## src/logic/mars_defs.vh

```
// constants of the motor algorithm status readback bank
// assumes inclusion by bare name from the design files of this block
`ifndef MARS_DEFS_VH
`define MARS_DEFS_VH

// ---------------------------------------------------------------
// register offsets, byte addressed as printed
// ---------------------------------------------------------------
`define MARS_ADDR_W            8
`define MARS_OFS_ALGORITHM_STATUS_WORD   8'hE4
`define MARS_OFS_MOTOR_PARAM   8'hE6
`define MARS_OFS_MEAS_STATUS   8'hE8
`define MARS_OFS_TORQUE_GAIN   8'hF0
`define MARS_OFS_VELOCITY_GAIN 8'hF2

// ---------------------------------------------------------------
// field layout
// ---------------------------------------------------------------
`define MARS_DATA_W            32
`define MARS_GAIN_W            10
`define MARS_HALF_W            16
`define MARS_MOD_W             16
`define MARS_DUTY_W            12
`define MARS_BEMF_W            8
`define MARS_FREQ_W            4
`define MARS_GAIN_PAD_W        6
`define MARS_MOD_MSB           31
`define MARS_MOD_LSB           16
`define MARS_DUTY_MSB          15
`define MARS_DUTY_LSB          4
`define MARS_READY_BIT         2
`define MARS_BEMF_MSB          23
`define MARS_BEMF_LSB          16
`define MARS_KE_DONE_BIT       29
`define MARS_MECH_DONE_BIT     28
`define MARS_FREQ_MSB          27
`define MARS_FREQ_LSB          24
`define MARS_FLAG_COUNT        2
`define MARS_FLAG_KE           0
`define MARS_FLAG_MECH         1

// ---------------------------------------------------------------
// reset values
// ---------------------------------------------------------------
`define MARS_RESET_WORD        32'h00000000
`define MARS_RESET_BIT         1'b0

`endif

```

## src/logic/mars_done_flag.v

```verilog
// one completion flag of the parameter measurement routine
// assumes arm and done are one-cycle pulses on clk from the algorithm side
`timescale 1ns/1ps
module mars_done_flag (
    clk,
    reset,
    arm,
    done,
    flag
);
    input  wire clk;
    input  wire reset;
    input  wire arm;
    input  wire done;
    output reg  flag;

    // ---------------------------------------------------------------
    // arming clears the flag, completion sets it; set wins a tie
    // ---------------------------------------------------------------
    always @(posedge clk or posedge reset) begin
        if (reset) begin
            flag <= 1'b0;
        end else if (done) begin
            flag <= 1'b1;
        end else if (arm) begin
            flag <= 1'b0;
        end
    end
endmodule

```

## src/logic/mars_status_bank.v

```verilog
// read-only status bank of the motor algorithm: loop gains, modulation,
// duty command, ready flag and parameter measurement results
// assumes all algorithm inputs come from logic on clk; host reads and
// writes arrive as one-cycle strobes on clk from the host interface logic
//
// Summary of operation
// - torque loop integral gain in upper half, proportional in lower, 10 bits each
// - velocity loop integral gain in upper half, proportional in lower, 10 bits each
// - modulation index in bits 31-16 of algorithm status; 32768 is full modulation
// - input duty command in bits 15-4; 4095 is full duty
// - ready flag bit 2 low while defaults copy, high once host may control
// - measured back-emf constant in bits 23-16 of motor parameter word
// - bit 29 low until requested back-emf measurement completes, then high
// - bit 28 low until requested mechanical measurement completes, then high
// - recommended switching frequency code in bits 27-24, same coding as pwm setting
`timescale 1ns/1ps
`include "mars_defs.vh"
module mars_status_bank (
    clk,
    reset,
    rd_en,
    rd_addr,
    rd_data,
    rd_valid,
    rd_hit,
    wr_en,
    wr_addr,
    wr_ack,
    torque_integral_gain,
    torque_proportional_gain,
    velocity_integral_gain,
    velocity_proportional_gain,
    modulation_index,
    duty_command,
    defaults_copied,
    measured_back_emf_constant,
    back_emf_constant_load,
    recommended_switching_freq,
    switching_freq_load,
    measurement_start,
    back_emf_measure_enable,
    mechanical_measure_enable,
    back_emf_measure_finish,
    mechanical_measure_finish,
    back_emf_measure_done,
    mechanical_measure_done,
    system_ready_flag
);
    input  wire                       clk;
    input  wire                       reset;
    input  wire                       rd_en;
    input  wire [`MARS_ADDR_W-1:0]    rd_addr;
    output reg  [`MARS_DATA_W-1:0]    rd_data;
    output reg                        rd_valid;
    output reg                        rd_hit;
    input  wire                       wr_en;
    input  wire [`MARS_ADDR_W-1:0]    wr_addr;
    output reg                        wr_ack;
    input  wire [`MARS_GAIN_W-1:0]    torque_integral_gain;
    input  wire [`MARS_GAIN_W-1:0]    torque_proportional_gain;
    input  wire [`MARS_GAIN_W-1:0]    velocity_integral_gain;
    input  wire [`MARS_GAIN_W-1:0]    velocity_proportional_gain;
    input  wire [`MARS_MOD_W-1:0]     modulation_index;
    input  wire [`MARS_DUTY_W-1:0]    duty_command;
    input  wire                       defaults_copied;
    input  wire [`MARS_BEMF_W-1:0]    measured_back_emf_constant;
    input  wire                       back_emf_constant_load;
    input  wire [`MARS_FREQ_W-1:0]    recommended_switching_freq;
    input  wire                       switching_freq_load;
    input  wire                       measurement_start;
    input  wire                       back_emf_measure_enable;
    input  wire                       mechanical_measure_enable;
    input  wire                       back_emf_measure_finish;
    input  wire                       mechanical_measure_finish;
    output wire                       back_emf_measure_done;
    output wire                       mechanical_measure_done;
    output reg                        system_ready_flag;

    // ---------------------------------------------------------------
    // live copies of the algorithm values
    // ---------------------------------------------------------------
    reg  [`MARS_GAIN_W-1:0]           torque_ki;
    reg  [`MARS_GAIN_W-1:0]           torque_kp;
    reg  [`MARS_GAIN_W-1:0]           velocity_ki;
    reg  [`MARS_GAIN_W-1:0]           velocity_kp;
    reg  [`MARS_MOD_W-1:0]            modulation;
    reg  [`MARS_DUTY_W-1:0]           duty;
    reg  [`MARS_BEMF_W-1:0]           bemf_const;
    reg  [`MARS_FREQ_W-1:0]           freq_code;
    wire [`MARS_FLAG_COUNT-1:0]       flag_arm;
    wire [`MARS_FLAG_COUNT-1:0]       flag_finish;
    wire [`MARS_FLAG_COUNT-1:0]       flag_state;
    reg  [`MARS_DATA_W-1:0]           next_rd_data;
    reg                               next_rd_hit;

    always @(posedge clk or posedge reset) begin
        if (reset) begin
            torque_ki   <= {`MARS_GAIN_W{1'b0}};
            torque_kp   <= {`MARS_GAIN_W{1'b0}};
            velocity_ki <= {`MARS_GAIN_W{1'b0}};
            velocity_kp <= {`MARS_GAIN_W{1'b0}};
            modulation  <= {`MARS_MOD_W{1'b0}};
            duty        <= {`MARS_DUTY_W{1'b0}};
        end else begin
            torque_ki   <= torque_integral_gain;
            torque_kp   <= torque_proportional_gain;
            velocity_ki <= velocity_integral_gain;
            velocity_kp <= velocity_proportional_gain;
            modulation  <= modulation_index;
            duty        <= duty_command;
        end
    end

    // ---------------------------------------------------------------
    // ready flag and measurement results
    // ---------------------------------------------------------------
    always @(posedge clk or posedge reset) begin
        if (reset) begin
            system_ready_flag <= `MARS_RESET_BIT;
        end else begin
            system_ready_flag <= defaults_copied;
        end
    end

    // results hold between loads; only back_emf_constant_load or switching_freq_load loads them
    always @(posedge clk or posedge reset) begin
        if (reset) begin
            bemf_const <= {`MARS_BEMF_W{1'b0}};
            freq_code  <= {`MARS_FREQ_W{1'b0}};
        end else begin
            if (back_emf_constant_load) begin
                bemf_const <= measured_back_emf_constant;
            end
            if (switching_freq_load) begin
                freq_code <= recommended_switching_freq;
            end
        end
    end

    // a start with a measurement enabled arms that flag back to not done
    assign flag_arm[`MARS_FLAG_KE]      = measurement_start & back_emf_measure_enable;
    assign flag_arm[`MARS_FLAG_MECH]    = measurement_start & mechanical_measure_enable;
    assign flag_finish[`MARS_FLAG_KE]   = back_emf_measure_finish;
    assign flag_finish[`MARS_FLAG_MECH] = mechanical_measure_finish;

    genvar fi;
    generate
        for (fi = 0; fi < `MARS_FLAG_COUNT; fi = fi + 1) begin : g_flag
            mars_done_flag u_flag (
                .clk   (clk),
                .reset (reset),
                .arm   (flag_arm[fi]),
                .done  (flag_finish[fi]),
                .flag  (flag_state[fi])
            );
        end
    endgenerate

    assign back_emf_measure_done   = flag_state[`MARS_FLAG_KE];
    assign mechanical_measure_done = flag_state[`MARS_FLAG_MECH];

    // ---------------------------------------------------------------
    // read decode; unmapped offsets and reserved bits return zero
    // ---------------------------------------------------------------
    always @* begin
        next_rd_data = `MARS_RESET_WORD;
        next_rd_hit  = 1'b1;
        case (rd_addr)
            `MARS_OFS_TORQUE_GAIN: begin
                next_rd_data = {{`MARS_GAIN_PAD_W{1'b0}}, torque_ki,
                                {`MARS_GAIN_PAD_W{1'b0}}, torque_kp};
            end
            `MARS_OFS_VELOCITY_GAIN: begin
                next_rd_data = {{`MARS_GAIN_PAD_W{1'b0}}, velocity_ki,
                                {`MARS_GAIN_PAD_W{1'b0}}, velocity_kp};
            end
            `MARS_OFS_ALGORITHM_STATUS_WORD: begin
                next_rd_data[`MARS_MOD_MSB:`MARS_MOD_LSB]   = modulation;
                next_rd_data[`MARS_DUTY_MSB:`MARS_DUTY_LSB] = duty;
                next_rd_data[`MARS_READY_BIT]               = system_ready_flag;
            end
            `MARS_OFS_MOTOR_PARAM: begin
                next_rd_data[`MARS_BEMF_MSB:`MARS_BEMF_LSB] = bemf_const;
            end
            `MARS_OFS_MEAS_STATUS: begin
                next_rd_data[`MARS_KE_DONE_BIT]   = flag_state[`MARS_FLAG_KE];
                next_rd_data[`MARS_MECH_DONE_BIT] = flag_state[`MARS_FLAG_MECH];
                next_rd_data[`MARS_FREQ_MSB:`MARS_FREQ_LSB] = freq_code;
            end
            default: begin
                next_rd_hit = 1'b0;
            end
        endcase
    end

    // ---------------------------------------------------------------
    // read answer one cycle after the strobe; data held until next read
    // ---------------------------------------------------------------
    always @(posedge clk or posedge reset) begin
        if (reset) begin
            rd_data  <= `MARS_RESET_WORD;
            rd_valid <= 1'b0;
            rd_hit   <= 1'b0;
        end else begin
            rd_valid <= rd_en;
            if (rd_en) begin
                rd_data <= next_rd_data;
                rd_hit  <= next_rd_hit;
            end
        end
    end

    // ---------------------------------------------------------------
    // writes are acknowledged and dropped; nothing here is writable
    // ---------------------------------------------------------------
    always @(posedge clk or posedge reset) begin
        if (reset) begin
            wr_ack <= 1'b0;
        end else begin
            wr_ack <= wr_en & (wr_addr == wr_addr);
        end
    end
endmodule

```

## config.mk

```make
export PLATFORM = sky130hd
export DESIGN_NAME = mars_status_bank
export DESIGN_NICKNAME = d
export VERILOG_FILES = /design/src/logic/mars_done_flag.v /design/src/logic/mars_status_bank.v
export VERILOG_INCLUDE_DIRS = /design/src /design/src/logic
export SDC_FILE = /design/constraint.sdc
export NUM_CORES = 1
export LEC_CHECK = 0
export BUFFER_PORTS_ARGS = -buffer_cell sky130_fd_sc_hd__buf_2
export CORE_MARGIN = 8
export CORE_UTILIZATION = 51
export CTS_BUF_LIST = sky130_fd_sc_hd__clkbuf_2 sky130_fd_sc_hd__clkbuf_4 sky130_fd_sc_hd__clkbuf_8
export CTS_CLUSTER_DIAMETER = 120
export DETAILED_ROUTE_END_ITERATION = 16
export GPL_TIMING_DRIVEN = 1
export PLACE_DENSITY = 0.81
export SYNTH_ARGS = -nofsm -noshare
export SYNTH_HDL_FRONTEND = slang
export SYNTH_HIERARCHICAL = 1
export SYNTH_SLANG_ARGS = --single-unit
```

## constraint.sdc

```tcl
create_clock -name clk -period 4.4 [get_ports clk]
set_input_delay 0.22 -clock clk [delete_from_list [all_inputs] [get_ports clk]]
set_output_delay 0.22 -clock clk [all_outputs]
set_load 0.05 [all_outputs]
```

==> out/metrics.cfg, run 1 <==
[routing]
drt_iter0_drc=145
num_vias=3298
route.detailed.drc=0
dr.pass1.iters=4
postRouteWirelength_um=12000
postRouteAntennaNets=0
vias_per_cell=5.35
wl_per_cell_um=19.5

[die]
dieHeight_um=107
fp.coreArea_um2=8130
fp-row-count=33
start_util=0.519
die-area_um2=11400
die_w_um=107
ios=146

[global_route]
track_usage=0.219
antenna_found_initial=1
overflow=0
grt_pass1_wl_um=19100
grt_pass1_vias=3571
grt_max_degree=79

[cells_and_area]
multi_input_area_um2=1170
register_area_um2=2950
nNetsFinal=605
final_common_cell=buf_2
post-route-util=0.755
fill_cells=482
final_cell_mix=buf_2 (137), dfrtp_1 (118), dlygate4sd3_1 (73)
syn_to_final_growth_pct=45.5
drive_gt1_frac=0.392

[sta]
finalCritPeriodShare=0.426
setup_ws_ps=2530
rsz0062_at_grt=false
fmax_mhz=534
setup-tns-final_ps=0
finClkSkew_ps=9.50
setup_viol=0
slew_viol_final=0
period_minus_slack_ps=1870
final-hold-violation-count=0
relSlewSlack=0.390
worst_pin_slew_ps=916

[worst_setup_path]
timing.rr.start=torque_ki[7]$_DFF_PP0_
crit_type=in -> reg
cp-start-kind=input pin
reg2reg_to=rd_data[23]$_DFFE_PP0P_
rrSetupSlack_ps=3030
rr_worst_depth=4
crit_arrival_ps=2220
critPathMaxFanout=33
required_ps=4750
end_kind=flop

[place]
io_buffer_count=137
hpwl_um=7180
dp_worst_setup_slack_ps=2260
gp_congestion=0.771

[pwr]
power_leakage_nw=2.92
peakVddDrop_v=0.000257
power_density_nw_per_um2=395

[status]
status=finished, final reports clean

[yosys]
yosys_warnings=6
syn_inst=283
synth-seq-area-share=0.699
synth-main-ff-cell=dfrtp_1
synth_cell_types=36
synth_area_um2=4220
ys_async_sr_fraction=1.00
syn_nets=391
ys_ff_latch=118
syn_avg_cell_area_um2=14.9
synth_edf_count=0

[clocking]
cts_root_buffer=clkbuf_8
numCtsBuffers=17
insertion_delay_ps=420
clock-sinks=118
htree_levels=4
postCtsSetupBuffers=0
clock_path_buffers=2
cts_tree=built
path_clk_slew_ps=70

[run]
cap_violations=0

[min_path]
hold_depth=2
worst_hold_path_type=in -> reg
min_from=measured_back_emf_constant[1]
worstHoldEndpoint=bemf_const[1]$_DFFE_PP0P_

==> synth_stat cells (2+ instances only) <==
cell type | instances | area [µm²]
or3_1 | 3 | 18.8
nor3_2 | 2 | 20.0
dfrtp_1 | 118 | 2950
mux2i_1 | 12 | 120
inv_1 | 6 | 22.5
nor4_2 | 2 | 25.0
xnor2_1 | 2 | 17.5
nor2b_1 | 2 | 12.5
a22oi_1 | 2 | 15.0
a22o_1 | 15 | 131
buf_2 | 4 | 20.0
a21o_1 | 2 | 15.0
and2_1 | 2 | 12.5
nand3b_1 | 8 | 60.1
buf_4 | 2 | 15.0
or2_2 | 2 | 12.5
o2bb2ai_1 | 28 | 245
o32a_1 | 2 | 20.0
clkbuf_1 | 9 | 33.8
or3b_2 | 8 | 70.1
nor2_1 | 2 | 7.51
nand2_1 | 10 | 37.5
mux2_2 | 12 | 135
a21oi_1 | 2 | 10.0
a221oi_1 | 8 | 70.1
o22ai_1 | 8 | 50.1
==> stage by stage <==
stage                     hold slack [ps]  power [mW]  instance area, µm²  cells
after floorplan                     -51.3        1.25                4220    283
after CTS                            12.0        2.44                6140    615
final                                33.3        2.43                6140    616
after global placement               93.9        1.32                4980    510
after detailed placement              101        1.32                4980    510
after global routing                 3.57        2.52                6140    616
==> routing by layer <==
metal	GRT usage	part of all wire	up-vias
met5	0	0	-
met4	0.105	0.024	0
met3	0.0678	0.059	22
met2	0.366	0.54	127
met1	0.253	0.38	1674
li1	-	-	1475
==> worst max-delay path by stage <==
stage	startpoint	end	slack, ps	cells past startpoint
floorplan	reset	bemf_const[0]$_DFFE_PP0P_	1110	1
global placement	rd_addr[1]	rd_data[8]$_DFFE_PP0P_	2300	5
CTS	rd_addr[1]	rd_data[4]$_DFFE_PP0P_	2680	5
detailed placement	rd_addr[1]	rd_data[9]$_DFFE_PP0P_	2260	5
finish	rd_addr[1]	rd_data[6]$_DFFE_PP0P_	2530	5
global route	rd_addr[1]	rd_data[4]$_DFFE_PP0P_	2520	5
==> where the power goes <==
group,switching (mW),internal [mW]
clock,0.433,0.636
combinational,0.0994,0.109
sequential,0.0186,1.13
==> critical path, cell delays in order <==
cell       delay, ps
buf_2            340
or3_1            580
nor4_2           710
o2bb2ai_1        190
a22o_1           160
==> registers in the layout, summed over array words and instances (netlist names), 2 cells and up <==
register,cells
freq_code,4
rd_data,32
bemf_const,8
torque_kp,10
torque_ki,10
velocity_kp,10
velocity_ki,10
modulation,16
duty,12
g_flag.u_flag/flag,2
==> cell families (layout without fill, tap and decap cells) <==
kind of cell / count (synthesis) / in the layout / share of synthesized area
DFF: 118 / 118 / 0.699
and+or+nand+nor: 48 / 48 / 0.0788
AOI/OAI and AO/OA: 68 / 68 / 0.134
muxes: 24 / 24 / 0.0604
other: 0 / 1 / 0
xor gates and xnor gates: 2 / 2 / 0.00415
buffers and inverters: 23 / 250 / 0.0234
==> layout make-up <==
class / instances / area share
multi-input cells: 142 / 0.191
repair buffers: 211 / 0.232
clock inverters: 13 / 0.0291
clock buffers: 19 / 0.0415
diodes: 1 / 0.000407
flip-flops and latches: 118 / 0.481
inverters: 7 / 0.00468
well taps: 105 / 0.0214
==> what timing repair did <==
item,4_1_cts,5_1_grt
resized for setup,0,0
hold endpoints to repair,74,0
hold buffers,73,0
No activity file was read; power rests on OpenSTA's default activity.
==> run 2, diff against run 1 <==
- ABC_AREA: not set -> 1
- CORE_UTILIZATION: 51 -> 52
- PLACE_DENSITY: 0.81 -> 0.82
- clock period: 4.4 -> 1.9 ns (I/O delays scaled with it)
==> run 2 against run 1 <==
Power is 130% higher. Clock power is 120% higher. Die area is 0.48% lower. Global-route usage is 2.1 points higher. Register-to-register slack worse by 2500 ps. Clock skew is 0.94 ps lower. Critical path depth is 3 lower. Sequential cell count stayed put. Clock-buffer cell count is 4 higher. Critical endpoint is now freq_code[2]$_DFFE_PP0P_.
==> out/metrics.cfg, run 2 <==
[place]
io_buffer_count=137
dp_worst_setup_slack_ps=527
gp_congestion=0.812
hpwl_um=7760

[sta]
worst_pin_slew_ps=588
finalCritPeriodShare=0.702
fmax_mhz=750
setup-tns-final_ps=0
period_minus_slack_ps=1330
slew_viol_final=0
setup_viol=0
final-hold-violation-count=0
relSlewSlack=0.607
rsz0062_at_grt=false
finClkSkew_ps=8.56
setup_ws_ps=566

[routing]
postRouteWirelength_um=13100
drt_iter0_drc=144
route.detailed.drc=0
num_vias=3808
postRouteAntennaNets=0
wl_per_cell_um=17.5
vias_per_cell=5.10
dr.pass1.iters=5

[die]
die-area_um2=11400
start_util=0.529
fp.coreArea_um2=8090
fp-row-count=33
die_w_um=107
ios=146
dieHeight_um=107

[worst_setup_path]
crit_arrival_ps=1640
required_ps=2200
slowest_delay_ps=560
crit_family=buffers and inverters
cp-start-kind=flop
crit_type=reg -> reg
critPathMaxFanout=2
critPathSlowestCell=dlygate4sd3_1
cp_cell_sequence=mux2_2 > dlygate4sd3_1
crit_buf_inv=1
rrSetupSlack_ps=570
end_kind=flop

[cells_and_area]
reg.largest.list=rd_data x32, modulation x16, duty x12
drive_gt1_frac=0.316
largest_reg_flops=32
final_common_cell=buf_2
num_antenna_cells=0
regMostFlops=rd_data
nNetsFinal=738
syn_to_final_growth_pct=49.8
final_cell_mix=buf_2 (137), dfrtp_1 (118), nand2_1 (108)

[clocking]
clock_path_buffers=2
cts_tree=built
htree_levels=4
numCtsBuffers=17
cts_root_buffer=clkbuf_8
clock-sinks=118
insertion_delay_ps=430
path_clk_slew_ps=70

[yosys]
syn_avg_cell_area_um2=10.8
synth_area_um2=4280
yosys_warnings=6
syn_nets=503
synth-seq-area-share=0.690
synth_cell_types=18
ys_async_sr_fraction=1.00
ys_ff_latch=118
syn_inst=395
synth_most_common_cell=dfrtp_1
ys_top_cells_by_count=dfrtp_1 (118), nand2_1 (108), nand3_1 (82), o21ai_1 (21)
synth_edf_count=0
yosys-top-cells-area=dfrtp_1 (69%), nand3_1 (9.6%), nand2_1 (9.5%)
synth-main-ff-cell=dfrtp_1
yosys.area.top_type=dfrtp_1
synth_top_area_frac=0.690

[pwr]
swShare=0.224
intPower_mw=4.35
seq_power_share=0.477
peakVddDrop_v=0.000764
p_switching_mw=1.25
power_leakage_nw=3.32
power_density_nw_per_um2=873
clkPwrFrac=0.427
p_comb_frac=0.096

[run]
cap_violations=0

[global_route]
overflow=0
grt_max_degree=61
track_usage=0.241
grt_pass1_wl_um=21000
grt_pass1_vias=4106
antenna_found_initial=0

[min_path]
worst_hold_path_type=in -> async

[status]
status=finished, final reports clean

run 2: cell count changes after synthesis, sizes merged, moves of 5 or more:
cell     previous run  this run
o21ai               0        21
o22ai               8         0
o2bb2ai            28         0
nor2                2        11
nand2              10       110
or3b               10         0
nand3               1        82
clkbuf              9         4
nand3b              8         0
a221oi              8         0
mux2i              12         0
inv                 7        15
a22o               15         0
buf                 7        18
run 2: path summary, 6_finish.rpt:
check                                          from                                end  depth (start not counted)
setup / recovery           freq_code[2]$_DFFE_PP0P_           freq_code[2]$_DFFE_PP0P_                          2
hold / removal                                reset  g_flag[1].u_flag/flag$_DFFE_PP0P_                          3
setup reg to reg           freq_code[2]$_DFFE_PP0P_           freq_code[2]$_DFFE_PP0P_                          2
hold reg to reg             rd_data[29]$_DFFE_PP0P_            rd_data[29]$_DFFE_PP0P_                          2
max in group asynchronous                     reset            rd_data[31]$_DFFE_PP0P_                          4
min in group clk             back_emf_constant_load          bemf_const[4]$_DFFE_PP0P_                          2
run 2: power by group through the flow:
stage / Combinational, mW / Sequential [mW] / Clock [mW]
after floorplan: 0.146 / 2.76 / 0
after global placement: 0.365 / 2.71 / 0
after detailed placement: 0.375 / 2.72 / 0
after CTS: 0.527 / 2.67 / 2.42
after global routing: 0.582 / 2.68 / 2.55
final: 0.538 / 2.67 / 2.39
run 2: layout make-up:
type                       instances  area (µm²)
timing repair buffer             238        1680
sequential                       118        2950
clock buffer                      23         304
tap                              105         131
fill                             513        1680
inverter                          15        60.1
clock inverter                     8         121
multi-input combinational        240        1160
run 2: worst min-delay path, stage by stage:
cell and delay, ps:
dlygate4sd3_1 540, buf_2 150, inv_1 60
run 2: cell families after synthesis:
logic type,share of synthesized area
mux,0.0316
buf+inv,0.0421
compound gates,0.0301
flops,0.690
simple gates,0.207
run 2: layer usage:
layer | global-route usage | vias to the layer above | routed length (µm)
met5 | 0 | - | 0
met4 | 0.0764 | 0 | 163
met3 | 0.0894 | 18 | 1060
met2 | 0.425 | 161 | 6950
met1 | 0.262 | 1870 | 4890
li1 | - | 1759 | -
run 2: repair_timing:
action / 4_1_cts / 5_1_grt
hold buffers: 91 / 0
buffers inserted: 0 / 0
hold endpoints to repair: 105 / 0
resized for setup: 0 / 0
run 2: stage by stage:
stage,std cells,cell area (µm²),hold slack (ps),util,total power [mW]
2_1_floorplan,395,4290,-176,-,2.91
3_3_place_gp,625,5080,-31.7,0.627,3.08
3_5_place_dp,625,5080,-29.9,0.627,3.09
4_1_cts,747,6410,51.2,0.792,5.62
5_1_grt,747,6410,87.0,0.792,5.81
6_report,747,6410,85.9,0.792,5.60
==> run 3, diff against run 2 <==
- CORE_UTILIZATION: 52 -> 47
- PLACE_DENSITY: 0.82 -> 0.78
- clock period: 1.9 -> 1.2 ns (I/O delays scaled with it)
==> run 3 against run 2 <==
Register-to-register slack got worse by 220 ps. Highest routed layer unchanged. Clock skew up 2.6 ps. Non-clock buffer count rose by 4. Sequential power rose by 58%.
==> out/metrics.cfg, run 3 (synthesis results as in run 2) <==
[cells_and_area]
fill_cells=618
regMostFlops=rd_data
reg.largest.list=rd_data x32, modulation x16, duty x12
final_cell_mix=buf_2 (134), dfrtp_1 (118), nand2_1 (108)
final_common_cell=buf_2
finalInstanceArea_um2=6500
drive_gt1_frac=0.320
nNetsFinal=742
final_cell_count_no_fill=763
largest_reg_flops=32
syn_to_final_growth_pct=51.9

[worst_setup_path]
required_ps=1500
cp-start-kind=input pin
rr_worst_depth=4
crit_type=in -> reg
critPathMaxFanout=1
crit_arrival_ps=1470
end_kind=flop

[global_route]
grt_max_degree=61
track_usage=0.213
overflow=0
grt_pass1_wl_um=21000
antenna_found_initial=4
grt_pass1_vias=4068

[routing]
drt_iter0_drc=301
postRouteAntennaNets=0
route.detailed.drc=0
postRouteWirelength_um=12900
vias_per_cell=4.94
dr.pass1.iters=4
wl_per_cell_um=17.0
num_vias=3773

[min_path]
worst_hold_path_type=in -> reg
hold_depth=2

[clocking]
cts_root_buffer=clkbuf_8
path_clk_slew_ps=80
clock-sinks=118
clock_path_buffers=2
numCtsBuffers=17
insertion_delay_ps=410
cts_tree=built
postCtsSetupBuffers=0
htree_levels=4

[place]
place_area_um2=5170
hpwl_um=7870
dpl.cell_count=635
gp_congestion=0.797
io_buffer_count=137

[pwr]
seq_power_share=0.489
clkPwrFrac=0.411
p_switching_mw=2.06
power_density_nw_per_um2=1330
swShare=0.238
peakVddDrop_v=0.000776
intPower_mw=6.59
power_leakage_nw=3.34
p_comb_frac=0.100

[die]
die-area_um2=12400
fp-row-count=35
start_util=0.475
fp.coreArea_um2=9020
die_w_um=111
dieHeight_um=111
ios=146

[sta]
final-hold-violation-count=0
rsz0062_at_grt=false
finalCritPeriodShare=0.977
relSlewSlack=0.756
worst_pin_slew_ps=365
setup_viol=0
slew_viol_final=0
finClkSkew_ps=11.1
period_minus_slack_ps=1170
fmax_mhz=853

[run]
cap_violations=0

[status]
status=finished, final reports clean

==> run 3: changes by cell type in the layout (fill, tap and decap cells not counted), moves of 2 or more <==
cell	previous run	this run
buf_2	137	134
clkbuf_4	2	4
clkinvlp_4	2	6
clkbuf_8	21	19
diode_2	0	5
buf_12	1	6
==> run 3: per-stage QoR <==
stage	power, mW	TNS, ps	setup WS, ps	hold slack, ps	util
CTS	8.72	0	1.37	33.0	0.718
floorplan	4.60	-31710	-273	-211	-
global placement	4.90	0	164	-67.4	0.573
detailed placement	4.92	0	117	-66.6	0.573
global route	9.03	0	4.35	47.2	0.721
finish	8.65	0	28.0	67.4	0.721
==> run 3: repair_timing <==
action | 4_1_cts | 5_1_grt
endpoints found under the hold margin | 203 | 0
setup endpoints to repair | 0 | 4
hold buffers | 91 | 0
gates resized for setup | 0 | 5
==> run 3: final timing paths <==
| path | from | end | slack (ps) |
|---|---|---|---|
| max in group asynchronous | reset | rd_data[30]$_DFFE_PP0P_ | 580 |
| worst max-delay path | mechanical_measure_enable | g_flag[1].u_flag/flag$_DFFE_PP0P_ | 30 |
| worst min register to register | rd_data[9]$_DFFE_PP0P_ | rd_data[9]$_DFFE_PP0P_ | 480 |
| worst max register to register | freq_code[0]$_DFFE_PP0P_ | rd_data[24]$_DFFE_PP0P_ | 350 |
| worst min-delay path | back_emf_constant_load | bemf_const[0]$_DFFE_PP0P_ | 70 |
| min in group asynchronous | reset | g_flag[0].u_flag/flag$_DFFE_PP0P_ | 90 |
==> run 3: metal layers <==
layer / vias to the layer above / GRT usage / share of wire
met4: 0 / 0.0978 / 0.021
li1: 1771 / - / -
met1: 1805 / 0.237 / 0.38
met2: 174 / 0.351 / 0.52
met5: - / 0 / 0
met3: 23 / 0.0844 / 0.080
==> run 3: power by group through the flow <==
stage	Clock, mW	Sequential (mW)	Combinational (mW)
floorplan	0	4.37	0.231
global placement	0	4.30	0.601
detailed placement	0	4.31	0.618
CTS	3.64	4.23	0.848
global route	3.85	4.25	0.930
finish	3.56	4.23	0.861
==> run 3: cell type report <==
cell class | instances | area [µm²] | area share
Tap cell | 111 | 139 | 0.0214
Sequential cell | 118 | 2950 | 0.454
Antenna cell | 5 | 12.5 | 0.00192
Clock buffer | 21 | 277 | 0.0425
Multi-Input combinational cell | 240 | 1150 | 0.177
Timing Repair Buffer | 242 | 1790 | 0.275
Clock inverter | 11 | 125 | 0.0192
Inverter | 15 | 60.1 | 0.00923
==> run 3: worst max-delay path, cell delays in order <==
cell,delay [ps]
dlygate4sd3_1,530
buf_2,100
nand2_1,40
dlygate4sd3_1,560
inv_1,60
inv_1,30
nand2_1,50
nand2_1,50
